### src/acr_defs.vh
// ************************************************************
// Constants for the comparator and converter result control.
// ************************************************************
`ifndef ACR_DEFS_VH
`define ACR_DEFS_VH

// ************************************************************
// Register offsets.
// ************************************************************
`define ACR_ADDR_W        3
`define ACR_OFS_CMP_CS    3'h0
`define ACR_OFS_SFIO      3'h1
`define ACR_OFS_CHSEL     3'h2
`define ACR_OFS_CONV_CTL  3'h3
`define ACR_OFS_RES_LO    3'h4
`define ACR_OFS_RES_HI    3'h5

// ************************************************************
// Field positions.
// ************************************************************
`define ACR_CS_POWER_OFF  7
`define ACR_CS_BANDGAP    6
`define ACR_CS_SYNC_OUT   5
`define ACR_CS_IRQ_FLAG   4
`define ACR_CS_IRQ_EN     3
`define ACR_CS_CAPTURE    2
`define ACR_CS_MODE_HI    1
`define ACR_CS_MODE_LO    0
`define ACR_SF_MUX_EN     3
`define ACR_CH_REF_HI     7
`define ACR_CH_REF_LO     6
`define ACR_CH_LEFT_ADJ   5
`define ACR_CC_ENABLE     7
`define ACR_CC_IRQ_EN     3
`define ACR_CC_DONE_FLAG  4

// ************************************************************
// Interrupt modes and reset values.
// ************************************************************
`define ACR_MODE_TOGGLE   2'h0
`define ACR_MODE_RESERVED 2'h1
`define ACR_MODE_FALL     2'h2
`define ACR_MODE_RISE     2'h3
`define ACR_RST_BYTE      8'h00
`define ACR_RST_RESULT    10'h000

`endif

### src/acr_edge_detect.v
`timescale 1ns/1ps
`include "acr_defs.vh"
// ************************************************************
// Synchronizer and mode-selected edge detector.
// ************************************************************
module acr_edge_detect (
  input  wire       mclk_i,    // System clock.
  input  wire       rst_n_i,   // Asynchronous reset, active low.
  input  wire       raw_i,     // Raw comparator output.
  input  wire [1:0] mode_i,    // Interrupt mode select.
  output reg        sync_o,    // Synchronized output.
  output reg        event_o    // One-cycle selected event.
);

  reg meta;
  reg prev;

  // Two flops then history flop for edge comparison.
  always @(posedge mclk_i or negedge rst_n_i) begin
    if (!rst_n_i) begin
      meta   <= 1'b0;
      sync_o <= 1'b0;
      prev   <= 1'b0;
    end else begin
      meta   <= raw_i;
      sync_o <= meta;
      prev   <= sync_o;
    end
  end

  // Mode decode of the edge.
  always @* begin
    case (mode_i)
      `ACR_MODE_TOGGLE: event_o = sync_o ^ prev;
      `ACR_MODE_FALL:   event_o = prev & ~sync_o;
      `ACR_MODE_RISE:   event_o = ~prev & sync_o;
      default:          event_o = 1'b0;
    endcase
  end

endmodule

### src/acr_top.v
`timescale 1ns/1ps
`include "acr_defs.vh"
// ************************************************************
// Comparator control and converter result control.
// ************************************************************
module acr_top (
  input  wire                   mclk_i,          // System clock, 40 MHz.
  input  wire                   rst_n_i,         // Asynchronous reset, active low.
  input  wire [`ACR_ADDR_W-1:0] addr_i,          // Register address.
  input  wire [7:0]             wdata_i,         // Write data.
  input  wire                   wr_i,            // Write strobe.
  input  wire                   rd_i,            // Read strobe.
  output reg  [7:0]             rdata_o,         // Read data, cycle after strobe.
  input  wire                   cmp_raw_i,       // Raw analog comparator output.
  input  wire                   global_irq_en_i, // Global interrupt enable.
  input  wire                   cmp_vector_i,    // Comparator vector executed pulse.
  input  wire                   conv_done_i,     // Conversion complete pulse.
  input  wire [9:0]             conv_result_i,   // Raw converter result.
  input  wire                   done_vector_i,   // Completion vector executed pulse.
  output reg                    cmp_power_off_o, // Comparator power switched off.
  output reg                    cmp_pos_bg_o,    // Positive input is bandgap.
  output reg                    cmp_neg_mux_o,   // Negative input from channel mux.
  output reg  [7:0]             cmp_neg_pin_o,   // One-hot analog pin for negative input.
  output reg                    cmp_irq_o,       // Comparator interrupt request.
  output reg                    capture_in_o,    // Timer capture front-end input.
  output reg                    conv_en_o,       // Converter enabled.
  output reg  [4:0]             conv_channel_o,  // Applied channel and gain select.
  output reg  [1:0]             conv_ref_o,      // Applied reference select.
  output reg                    conv_irq_o       // Conversion-complete request.
);

  // ************************************************************
  // Registers.
  // ************************************************************
  reg       power_off;
  reg       bandgap_sel;
  reg       cmp_irq_flag;
  reg       cmp_irq_enable;
  reg       cmp_capture_route;
  reg [1:0] cmp_irq_mode;
  reg [7:0] special_function_io;
  reg [7:0] converter_channel_select_reg;
  reg [7:0] converter_control_reg;
  reg [9:0] result;
  reg       result_lock;
  wire      global_irq_en;
  wire      cmp_sync_output;
  wire      cmp_event;
  wire      cmp_mux_enable;
  wire      converter_enable;
  wire      left_adjust_result;
  wire [7:0] result_low_byte;
  wire [7:0] result_high_byte;
  wire [7:0] comparator_control_status;
  reg  [7:0] next_rdata;

  assign cmp_mux_enable     = special_function_io[`ACR_SF_MUX_EN];
  assign converter_enable   = converter_control_reg[`ACR_CC_ENABLE];
  assign left_adjust_result = converter_channel_select_reg[`ACR_CH_LEFT_ADJ];

  // Decodes one byte lane of the result for the justification.
  function [7:0] res_byte;
    input [9:0] value;
    input       left;
    input       high;
    begin
      if (left && high) begin
        res_byte = value[9:2];
      end else if (left) begin
        res_byte = {value[1:0], 6'h00};
      end else if (high) begin
        res_byte = {6'h00, value[9:8]};
      end else begin
        res_byte = value[7:0];
      end
    end
  endfunction

  assign result_low_byte  = res_byte(result, left_adjust_result, 1'b0);
  assign result_high_byte = res_byte(result, left_adjust_result, 1'b1);

  assign comparator_control_status = {power_off, bandgap_sel, cmp_sync_output,
                                      cmp_irq_flag, cmp_irq_enable, cmp_capture_route,
                                      cmp_irq_mode};

  // ************************************************************
  // Comparator synchronizer and edge detection.
  // ************************************************************
  acr_edge_detect u_edge (
    .mclk_i  (mclk_i),
    .rst_n_i (rst_n_i),
    .raw_i   (cmp_raw_i),
    .mode_i  (cmp_irq_mode),
    .sync_o  (cmp_sync_output),
    .event_o (cmp_event)
  );

  // Global enable comes from the core on this same clock, so it needs no synchronizer.
  assign global_irq_en = global_irq_en_i;

  // ************************************************************
  // Comparator control register and interrupt flag.
  // ************************************************************
  always @(posedge mclk_i or negedge rst_n_i) begin
    if (!rst_n_i) begin
      power_off         <= 1'b0;
      bandgap_sel       <= 1'b0;
      cmp_irq_flag      <= 1'b0;
      cmp_irq_enable    <= 1'b0;
      cmp_capture_route <= 1'b0;
      cmp_irq_mode      <= `ACR_MODE_TOGGLE;
    end else begin
      if (wr_i && addr_i == `ACR_OFS_CMP_CS) begin
        power_off         <= wdata_i[`ACR_CS_POWER_OFF];
        bandgap_sel       <= wdata_i[`ACR_CS_BANDGAP];
        cmp_irq_enable    <= wdata_i[`ACR_CS_IRQ_EN];
        cmp_capture_route <= wdata_i[`ACR_CS_CAPTURE];
        cmp_irq_mode      <= wdata_i[`ACR_CS_MODE_HI:`ACR_CS_MODE_LO];
      end
      // Set wins over a clear arriving in the same cycle.
      if (cmp_event) begin
        cmp_irq_flag <= 1'b1;
      end else if (cmp_vector_i) begin
        cmp_irq_flag <= 1'b0;
      end else if (wr_i && addr_i == `ACR_OFS_CMP_CS && wdata_i[`ACR_CS_IRQ_FLAG]) begin
        cmp_irq_flag <= 1'b0;
      end
    end
  end

  // ************************************************************
  // Special function, channel select and converter control.
  // ************************************************************
  always @(posedge mclk_i or negedge rst_n_i) begin
    if (!rst_n_i) begin
      special_function_io          <= `ACR_RST_BYTE;
      converter_channel_select_reg <= `ACR_RST_BYTE;
      converter_control_reg        <= `ACR_RST_BYTE;
    end else begin
      if (wr_i && addr_i == `ACR_OFS_SFIO) begin
        special_function_io <= wdata_i;
      end
      if (wr_i && addr_i == `ACR_OFS_CHSEL) begin
        converter_channel_select_reg <= wdata_i;
      end
      // Completion flag: set wins, write one or vector clears.
      if (conv_done_i) begin
        converter_control_reg[`ACR_CC_DONE_FLAG] <= 1'b1;
      end else if (done_vector_i) begin
        converter_control_reg[`ACR_CC_DONE_FLAG] <= 1'b0;
      end else if (wr_i && addr_i == `ACR_OFS_CONV_CTL && wdata_i[`ACR_CC_DONE_FLAG]) begin
        converter_control_reg[`ACR_CC_DONE_FLAG] <= 1'b0;
      end
      if (wr_i && addr_i == `ACR_OFS_CONV_CTL) begin
        converter_control_reg[7:5] <= wdata_i[7:5];
        converter_control_reg[3:0] <= wdata_i[3:0];
      end
    end
  end

  // ************************************************************
  // Result registers and read lock.
  // ************************************************************
  always @(posedge mclk_i or negedge rst_n_i) begin
    if (!rst_n_i) begin
      result      <= `ACR_RST_RESULT;
      result_lock <= 1'b0;
    end else begin
      if (conv_done_i && !result_lock) begin
        result <= conv_result_i;
      end
      if (rd_i && addr_i == `ACR_OFS_RES_HI) begin
        result_lock <= 1'b0;
      end else if (rd_i && addr_i == `ACR_OFS_RES_LO) begin
        result_lock <= 1'b1;
      end
    end
  end

  // ************************************************************
  // Read data, valid in the cycle after the strobe.
  // ************************************************************
  always @* begin
    if (addr_i == `ACR_OFS_CMP_CS) begin
      next_rdata = comparator_control_status;
    end else if (addr_i == `ACR_OFS_SFIO) begin
      next_rdata = special_function_io;
    end else if (addr_i == `ACR_OFS_CHSEL) begin
      next_rdata = converter_channel_select_reg;
    end else if (addr_i == `ACR_OFS_CONV_CTL) begin
      next_rdata = converter_control_reg;
    end else if (addr_i == `ACR_OFS_RES_LO) begin
      next_rdata = result_low_byte;
    end else if (addr_i == `ACR_OFS_RES_HI) begin
      next_rdata = result_high_byte;
    end else begin
      next_rdata = `ACR_RST_BYTE;
    end
  end

  always @(posedge mclk_i or negedge rst_n_i) begin
    if (!rst_n_i) begin
      rdata_o <= `ACR_RST_BYTE;
    end else if (rd_i) begin
      rdata_o <= next_rdata;
    end else begin
      rdata_o <= `ACR_RST_BYTE;
    end
  end

  // ************************************************************
  // Registered analog and interrupt controls.
  // ************************************************************
  always @(posedge mclk_i or negedge rst_n_i) begin
    if (!rst_n_i) begin
      cmp_power_off_o <= 1'b0;
      cmp_pos_bg_o    <= 1'b0;
      cmp_neg_mux_o   <= 1'b0;
      cmp_neg_pin_o   <= 8'h00;
      cmp_irq_o       <= 1'b0;
      capture_in_o    <= 1'b0;
      conv_en_o       <= 1'b0;
      conv_channel_o  <= 5'h00;
      conv_ref_o      <= 2'h0;
      conv_irq_o      <= 1'b0;
    end else begin
      cmp_power_off_o <= power_off;
      cmp_pos_bg_o    <= bandgap_sel;
      cmp_neg_mux_o   <= cmp_mux_enable && !converter_enable;
      if (cmp_mux_enable && !converter_enable) begin
        cmp_neg_pin_o <= 8'h01 << converter_channel_select_reg[2:0];
      end else begin
        cmp_neg_pin_o <= 8'h00;
      end
      cmp_irq_o       <= cmp_irq_flag && cmp_irq_enable && global_irq_en;
      capture_in_o    <= cmp_capture_route & cmp_sync_output;
      conv_en_o       <= converter_enable;
      if (converter_enable) begin
        conv_channel_o <= converter_channel_select_reg[4:0];
        conv_ref_o     <= converter_channel_select_reg[`ACR_CH_REF_HI:`ACR_CH_REF_LO];
      end
      conv_irq_o <= converter_control_reg[`ACR_CC_DONE_FLAG] &&
                    converter_control_reg[`ACR_CC_IRQ_EN] && global_irq_en;
    end
  end

endmodule

### config.mk
export PLATFORM = sky130hd
export DESIGN_NAME = acr_top
export DESIGN_NICKNAME = d
export VERILOG_FILES = /design/src/acr_edge_detect.v /design/src/acr_top.v
export VERILOG_INCLUDE_DIRS = /design/src
export SDC_FILE = /design/constraint.sdc
export NUM_CORES = 1
export LEC_CHECK = 0
export ABC_AREA = 0
export BUFFER_PORTS_ARGS = -buffer_cell sky130_fd_sc_hd__buf_4
export CAP_MARGIN = 15
export CELL_PAD_IN_SITES_DETAIL_PLACEMENT = 1
export CELL_PAD_IN_SITES_GLOBAL_PLACEMENT = 2
export CORE_ASPECT_RATIO = 1.5
export CORE_MARGIN = 1
export CORE_UTILIZATION = 40
export CTS_CLUSTER_SIZE = 10
export DETAILED_ROUTE_END_ITERATION = 8
export PLACE_DENSITY_LB_ADDON = 0.1
export SLEW_MARGIN = 10
export SYNTH_ARGS = -nofsm -noshare
export SYNTH_HDL_FRONTEND = slang
export SYNTH_HIERARCHICAL = 1
export SYNTH_SLANG_ARGS = --single-unit
### constraint.sdc
create_clock -name mclk_i -period 2.1 [get_ports mclk_i]
set_input_delay 0.21 -clock mclk_i [delete_from_list [all_inputs] [get_ports mclk_i]]
set_output_delay 0.21 -clock mclk_i [all_outputs]
set_load 0.02 [all_outputs]
### After elaboration in Yosys (flattened, before gate mapping)

Index checks and enable logic that the tools add are counted.

* logic and storage cells: 80
* output and inout bits: 30
* bits in registers: 75

* mux-type cells: 19
* shift operators: 1
* eq/ne operators: 7
* bitwise gates (word level): 6
* reductions and logical operators: 21

Operator list (number)
* $mux 8: 10
* $logic_and 1x1->1: 14
* $mux 1: 8
* $shl 1x3->8 const A: 1
* $eq 3x2->1 const B: 2
* $eq 3x3->1 const B: 2
* $reduce_bool 3->1: 2
* $eq 2x2->1 const B: 2
* $and 1x1->1: 3
* $eq 3x1->1 const B: 1
* $logic_not 3->1: 1
* $pmux 1 s3: 1
* $logic_not 1->1: 2
* $logic_not 2->1: 1
* $not 1->1: 2
* $reduce_bool 2->1: 1
* $xor 1x1->1: 1

### Longest topological paths before layout

* word-level depth: 8
* mapped depth: 5

### By module

The synthesis kept the hierarchy.

By module, submodules not included
* acr_top: instances 1, seq. area each 1801.7 µm², cells each 234, area each 3139.3 µm²
* acr_edge_detect: instances 1, seq. area each 75.1 µm², cells each 11, area each 145.1 µm²

### Least setup slack after synthesis

No wires, ideal clock.

* path type: input-to-reg
* start: input addr_i[0]
* end: register bandgap_sel
* path buffers: 1
* arrival time: 1.100 ns
* stages: 3
* setup slack: 0.875 ns
* data required time: 1.975 ns
* setup time: 0.125 ns
* cell sequence: buf_4 nor4b_4 mux2_2

* longest elaborated chain between the ends: 2

RTL lines
* from (decl): line acr_top.v:9 `` input wire [`ACR_ADDR_W-1:0] addr_i, ``
* $logic_not 3->1 (no source line)
* $logic_and 1x1->1 (no source line)
* to (signal assigned): line acr_top.v:115 `` bandgap_sel <= wdata_i[`ACR_CS_BANDGAP]; ``
* to (decl): line acr_top.v:36 `reg bandgap_sel;`

Every way passes these cells.
A chain may end at the register's enable or synchronous reset.

### Worst setup path after layout

* start: register converter_channel_select_reg[5]
* end: register rdata_o[6]

* longest elaborated chain between the ends: 8

RTL lines
* from (decl): line acr_top.v:42 `reg [7:0] converter_channel_select_reg;`
* from (signal assigned): line acr_top.v:137 `` converter_channel_select_reg <= `ACR_RST_BYTE; ``
* from (signal assigned): line acr_top.v:144 `converter_channel_select_reg <= wdata_i;`
* $mux 8: line acr_top.v:67 `if (left && high) begin`
* $mux 8: line acr_top.v:194 `` end else if (addr_i == `ACR_OFS_RES_HI) begin ``
* $mux 8 (*): line acr_top.v:192 `` end else if (addr_i == `ACR_OFS_RES_LO) begin ``
* $mux 8 (*): line acr_top.v:190 `` end else if (addr_i == `ACR_OFS_CONV_CTL) begin ``
* $mux 8 (*): line acr_top.v:188 `` end else if (addr_i == `ACR_OFS_CHSEL) begin ``
* $mux 8 (*): line acr_top.v:186 `` end else if (addr_i == `ACR_OFS_SFIO) begin ``
* $mux 8 (*): line acr_top.v:184 `` if (addr_i == `ACR_OFS_CMP_CS) begin ``
* $mux 8 (*): line acr_top.v:204 `end else if (rd_i) begin`
* to (signal assigned): line acr_top.v:203 `` rdata_o <= `ACR_RST_BYTE; ``
* to (signal assigned): line acr_top.v:205 `rdata_o <= next_rdata;`
* to (signal assigned): line acr_top.v:207 `` rdata_o <= `ACR_RST_BYTE; ``
* to (decl): line acr_top.v:13 `output reg [7:0] rdata_o,`

Every way passes the cells marked *; elsewhere a longest branch is shown, timed or not.

==> results.yml <==
sta:
  tns_ps: 0
  slew_violations: 0
  post-route-min-period_ps: 1520
  hold_viol: 0
  fmax_mhz: 656
  max_slew_margin_pct: 63.5
  rsz0062_at_grt: "false"
  setup_viol: 0
  fin_crit_sh_pct: 72.5
  finClkSkew_ps: 6.24
  worst_pin_slew_ps: 545
synth:
  ys.flop_type: "dfrtp_1"
  synthCells: 245
  synthesis.area_um2: 3280
  yosys-top-cells-count: "dfrtp_1, mux2_2, nor3b_1"
  async_flop_share_pct: 100
  avgSynthCellArea_um2: 13.4
  synth_top_area_cell: "dfrtp_1"
  ys_ff_latch: 75
  ys_seq_area_share_pct: 57.1
  post-synth-top-area-fraction_pct: 57.1
  yosysWarnings: 6
  synth_edf_count: 0
  synth_cell_types: 42
  synthTopCellsByArea: "dfrtp_1, mux2_2, nor3b_1, mux2i_1, o21ai_0"
  synth.most_common_cell: "dfrtp_1"
  synth_fp_nets: 277
pwr:
  power_switching_w: 0.00124
  comb_power_share_pct: 20.7
  power_frac_clock_pct: 34.2
  ir_drop_mv: 0.672
  p_leak_nw: 1.90
  seqPwrFrac_pct: 45.1
  netSwitchingFraction_pct: 28.0
  cellPowerDensity_nw_per_um2: 1080
  p_int_w: 0.00319
global_route:
  grt_usage_pct: 19.8
  grt_pass1_wl_um: 12800
  grt_overflow: 0
  grt_max_degree: 40
  grt_pass1_vias: 2355
  antenna_found_initial: 0
detailed_routing:
  routedWlPerCell_um: 18.5
  dr.pass1.iters: 4
  detail-route-antenna-nets: 0
  routed_via_density: 5.14
  vias: 2133
  drc: 0
  wirelength_um: 7670
  drt_iter0_markers: 88
layout:
  nets: 337
  largest_reg_flops: 10
  diodes: 0
  syn2layout_area_growth_pct: 24.9
  largest_register: "result"
  nFillCells: 844
  instances_no_fill: 415
  post-route-util_pct: 51.2
  layout-drive-gt1-share_pct: 42.9
setup_path:
  critPathKind: "reg -> reg"
  slowest_delay_ps: 670
  cp.buffers_inverters: 0
  crit_slowest_cell: "dfrtp_1"
  crit_path_start_kind: "register"
  cp.required_ps: 2370
  critical-path-top-delay-family: "flip-flops"
  critPathArrivalTime_ps: 1790
  cp_max_fo: 18
  worstSetupEndpointType: "register"
  worstPathCellList: "a21boi_0, nor4b_1, o221a_2"
die:
  die_h_um: 113
  initial_core_util_pct: 41.0
  die-area_um2: 8580
  core_area_um2: 8010
  io_pins: 60
  std_cell_rows: 40
  die_x_um: 76.0
clocking:
  clk_pin_slew_ps: 60
  clkLatencyLatePin_ps: 330
  htreeDepth: 3
  root_buffer: "clkbuf_16"
  cts_made_buffers: 9
  clockBufferDepth: 2
  cts_tree: "built"
  postCtsSetupRepairBufs: 0
  clock_sinks: 75
place:
  io_buffers: 59
  placed_cells: 397
  gp_congestion: 0.763
  hpwlAfterDp_um: 5350
outcome:
  status: "complete, no violations"
hold_path:
  hold_path_class: "in -> reg"
job:
  cap_viol_max_count: 0
## logic make-up (layout without fill, tap and decap cells)
| family | Yosys count | after routing | share of synthesized area (%) |
|---|---|---|---|
| simple gates | 58 | 58 | 12.1 |
| compound gates | 33 | 33 | 6.93 |
| buf+inv | 20 | 85 | 3.70 |
| mux | 57 | 57 | 19.4 |
| flops | 75 | 75 | 57.1 |
| fa+ha+maj | 2 | 2 | 0.762 |
## cell type report
| class | instances | area, um^2 | share of cell area, % |
|---|---|---|---|
| Sequential cell | 75 | 1880 | 45.7 |
| Timing Repair Buffer | 63 | 490 | 12.0 |
| Clock inverter | 5 | 52.6 | 1.28 |
| Multi-Input combinational cell | 150 | 1290 | 31.4 |
| Clock buffer | 11 | 243 | 5.92 |
| Tap cell | 105 | 131 | 3.20 |
| Inverter | 6 | 22.5 | 0.549 |
## worst register-to-register path: stages (launching register included)
cell and delay, ps:
dfrtp_1 670, a21boi_0 180, nor4b_1 370, o221a_2 240
## placed cells by master (no fill, tap or decap), types with 3 or more instances in the layout
cell type,count
and3_1,6
inv_1,6
o21ai_0,11
clkbuf_16,9
mux2i_1,7
buf_4,60
mux2_2,49
dfrtp_1,75
nor3b_1,12
nand2b_1,5
nor2b_1,4
nand2_1,6
a211o_1,6
clkinv_2,3
nor2_1,8
nand3_1,5
a21oi_1,5
## worst paths after layout
check	to	slack, ps	from	cells after the start
max	rdata_o[6]	580	converter_channel_select_reg[5]	3
min	converter_control_reg[4]	100	conv_done_i	2
max reg2reg	rdata_o[6]	580	converter_channel_select_reg[5]	3
min reg2reg	u_edge/sync_o	350	u_edge/meta	0
max in group asynchronous	converter_channel_select_reg[5]	1100	rst_n_i	3
min in group asynchronous	rdata_o[5]	410	rst_n_i	2
## through the flow
stage	power, W	worst slack, ps	cell area, um^2	hold WS, ps
2_1_floorplan	0.00253	875	3280	-85.6
3_3_place_gp	0.00293	512	3790	211
3_5_place_dp	0.00296	465	3790	219
4_1_cts	0.00451	575	4100	87.2
5_1_grt	0.00467	425	4100	93.8
6_report	0.00444	577	4100	99.8
## metal layers
metal / up-vias / wire (um) / part of all wire, % / GRT usage [%]
li1: 998 / - / - / -
met1: 1085 / 3190 / 42 / 23.8
met2: 44 / 4100 / 53 / 34.7
met3: 6 / 290 / 3.8 / 4.19
met4: 0 / 89 / 1.2 / 7.69
met5: - / 0 / 0 / 0
## what timing repair did
item	in CTS	in global routing
resized for setup	0	0
setup endpoints to repair	0	0
endpoints found under the hold margin	37	0
hold buffers	2	0
## power by group through the flow
stage	Combinational (W)	Sequential [W]	Clock, W
final	0.000920	0.00200	0.00152
after global routing	0.000994	0.00205	0.00162
after CTS	0.000936	0.00201	0.00156
after detailed placement	0.000928	0.00203	0
after global placement	0.000906	0.00202	0
after floorplan	0.000486	0.00205	0
(Power assumes the default switching activity.)
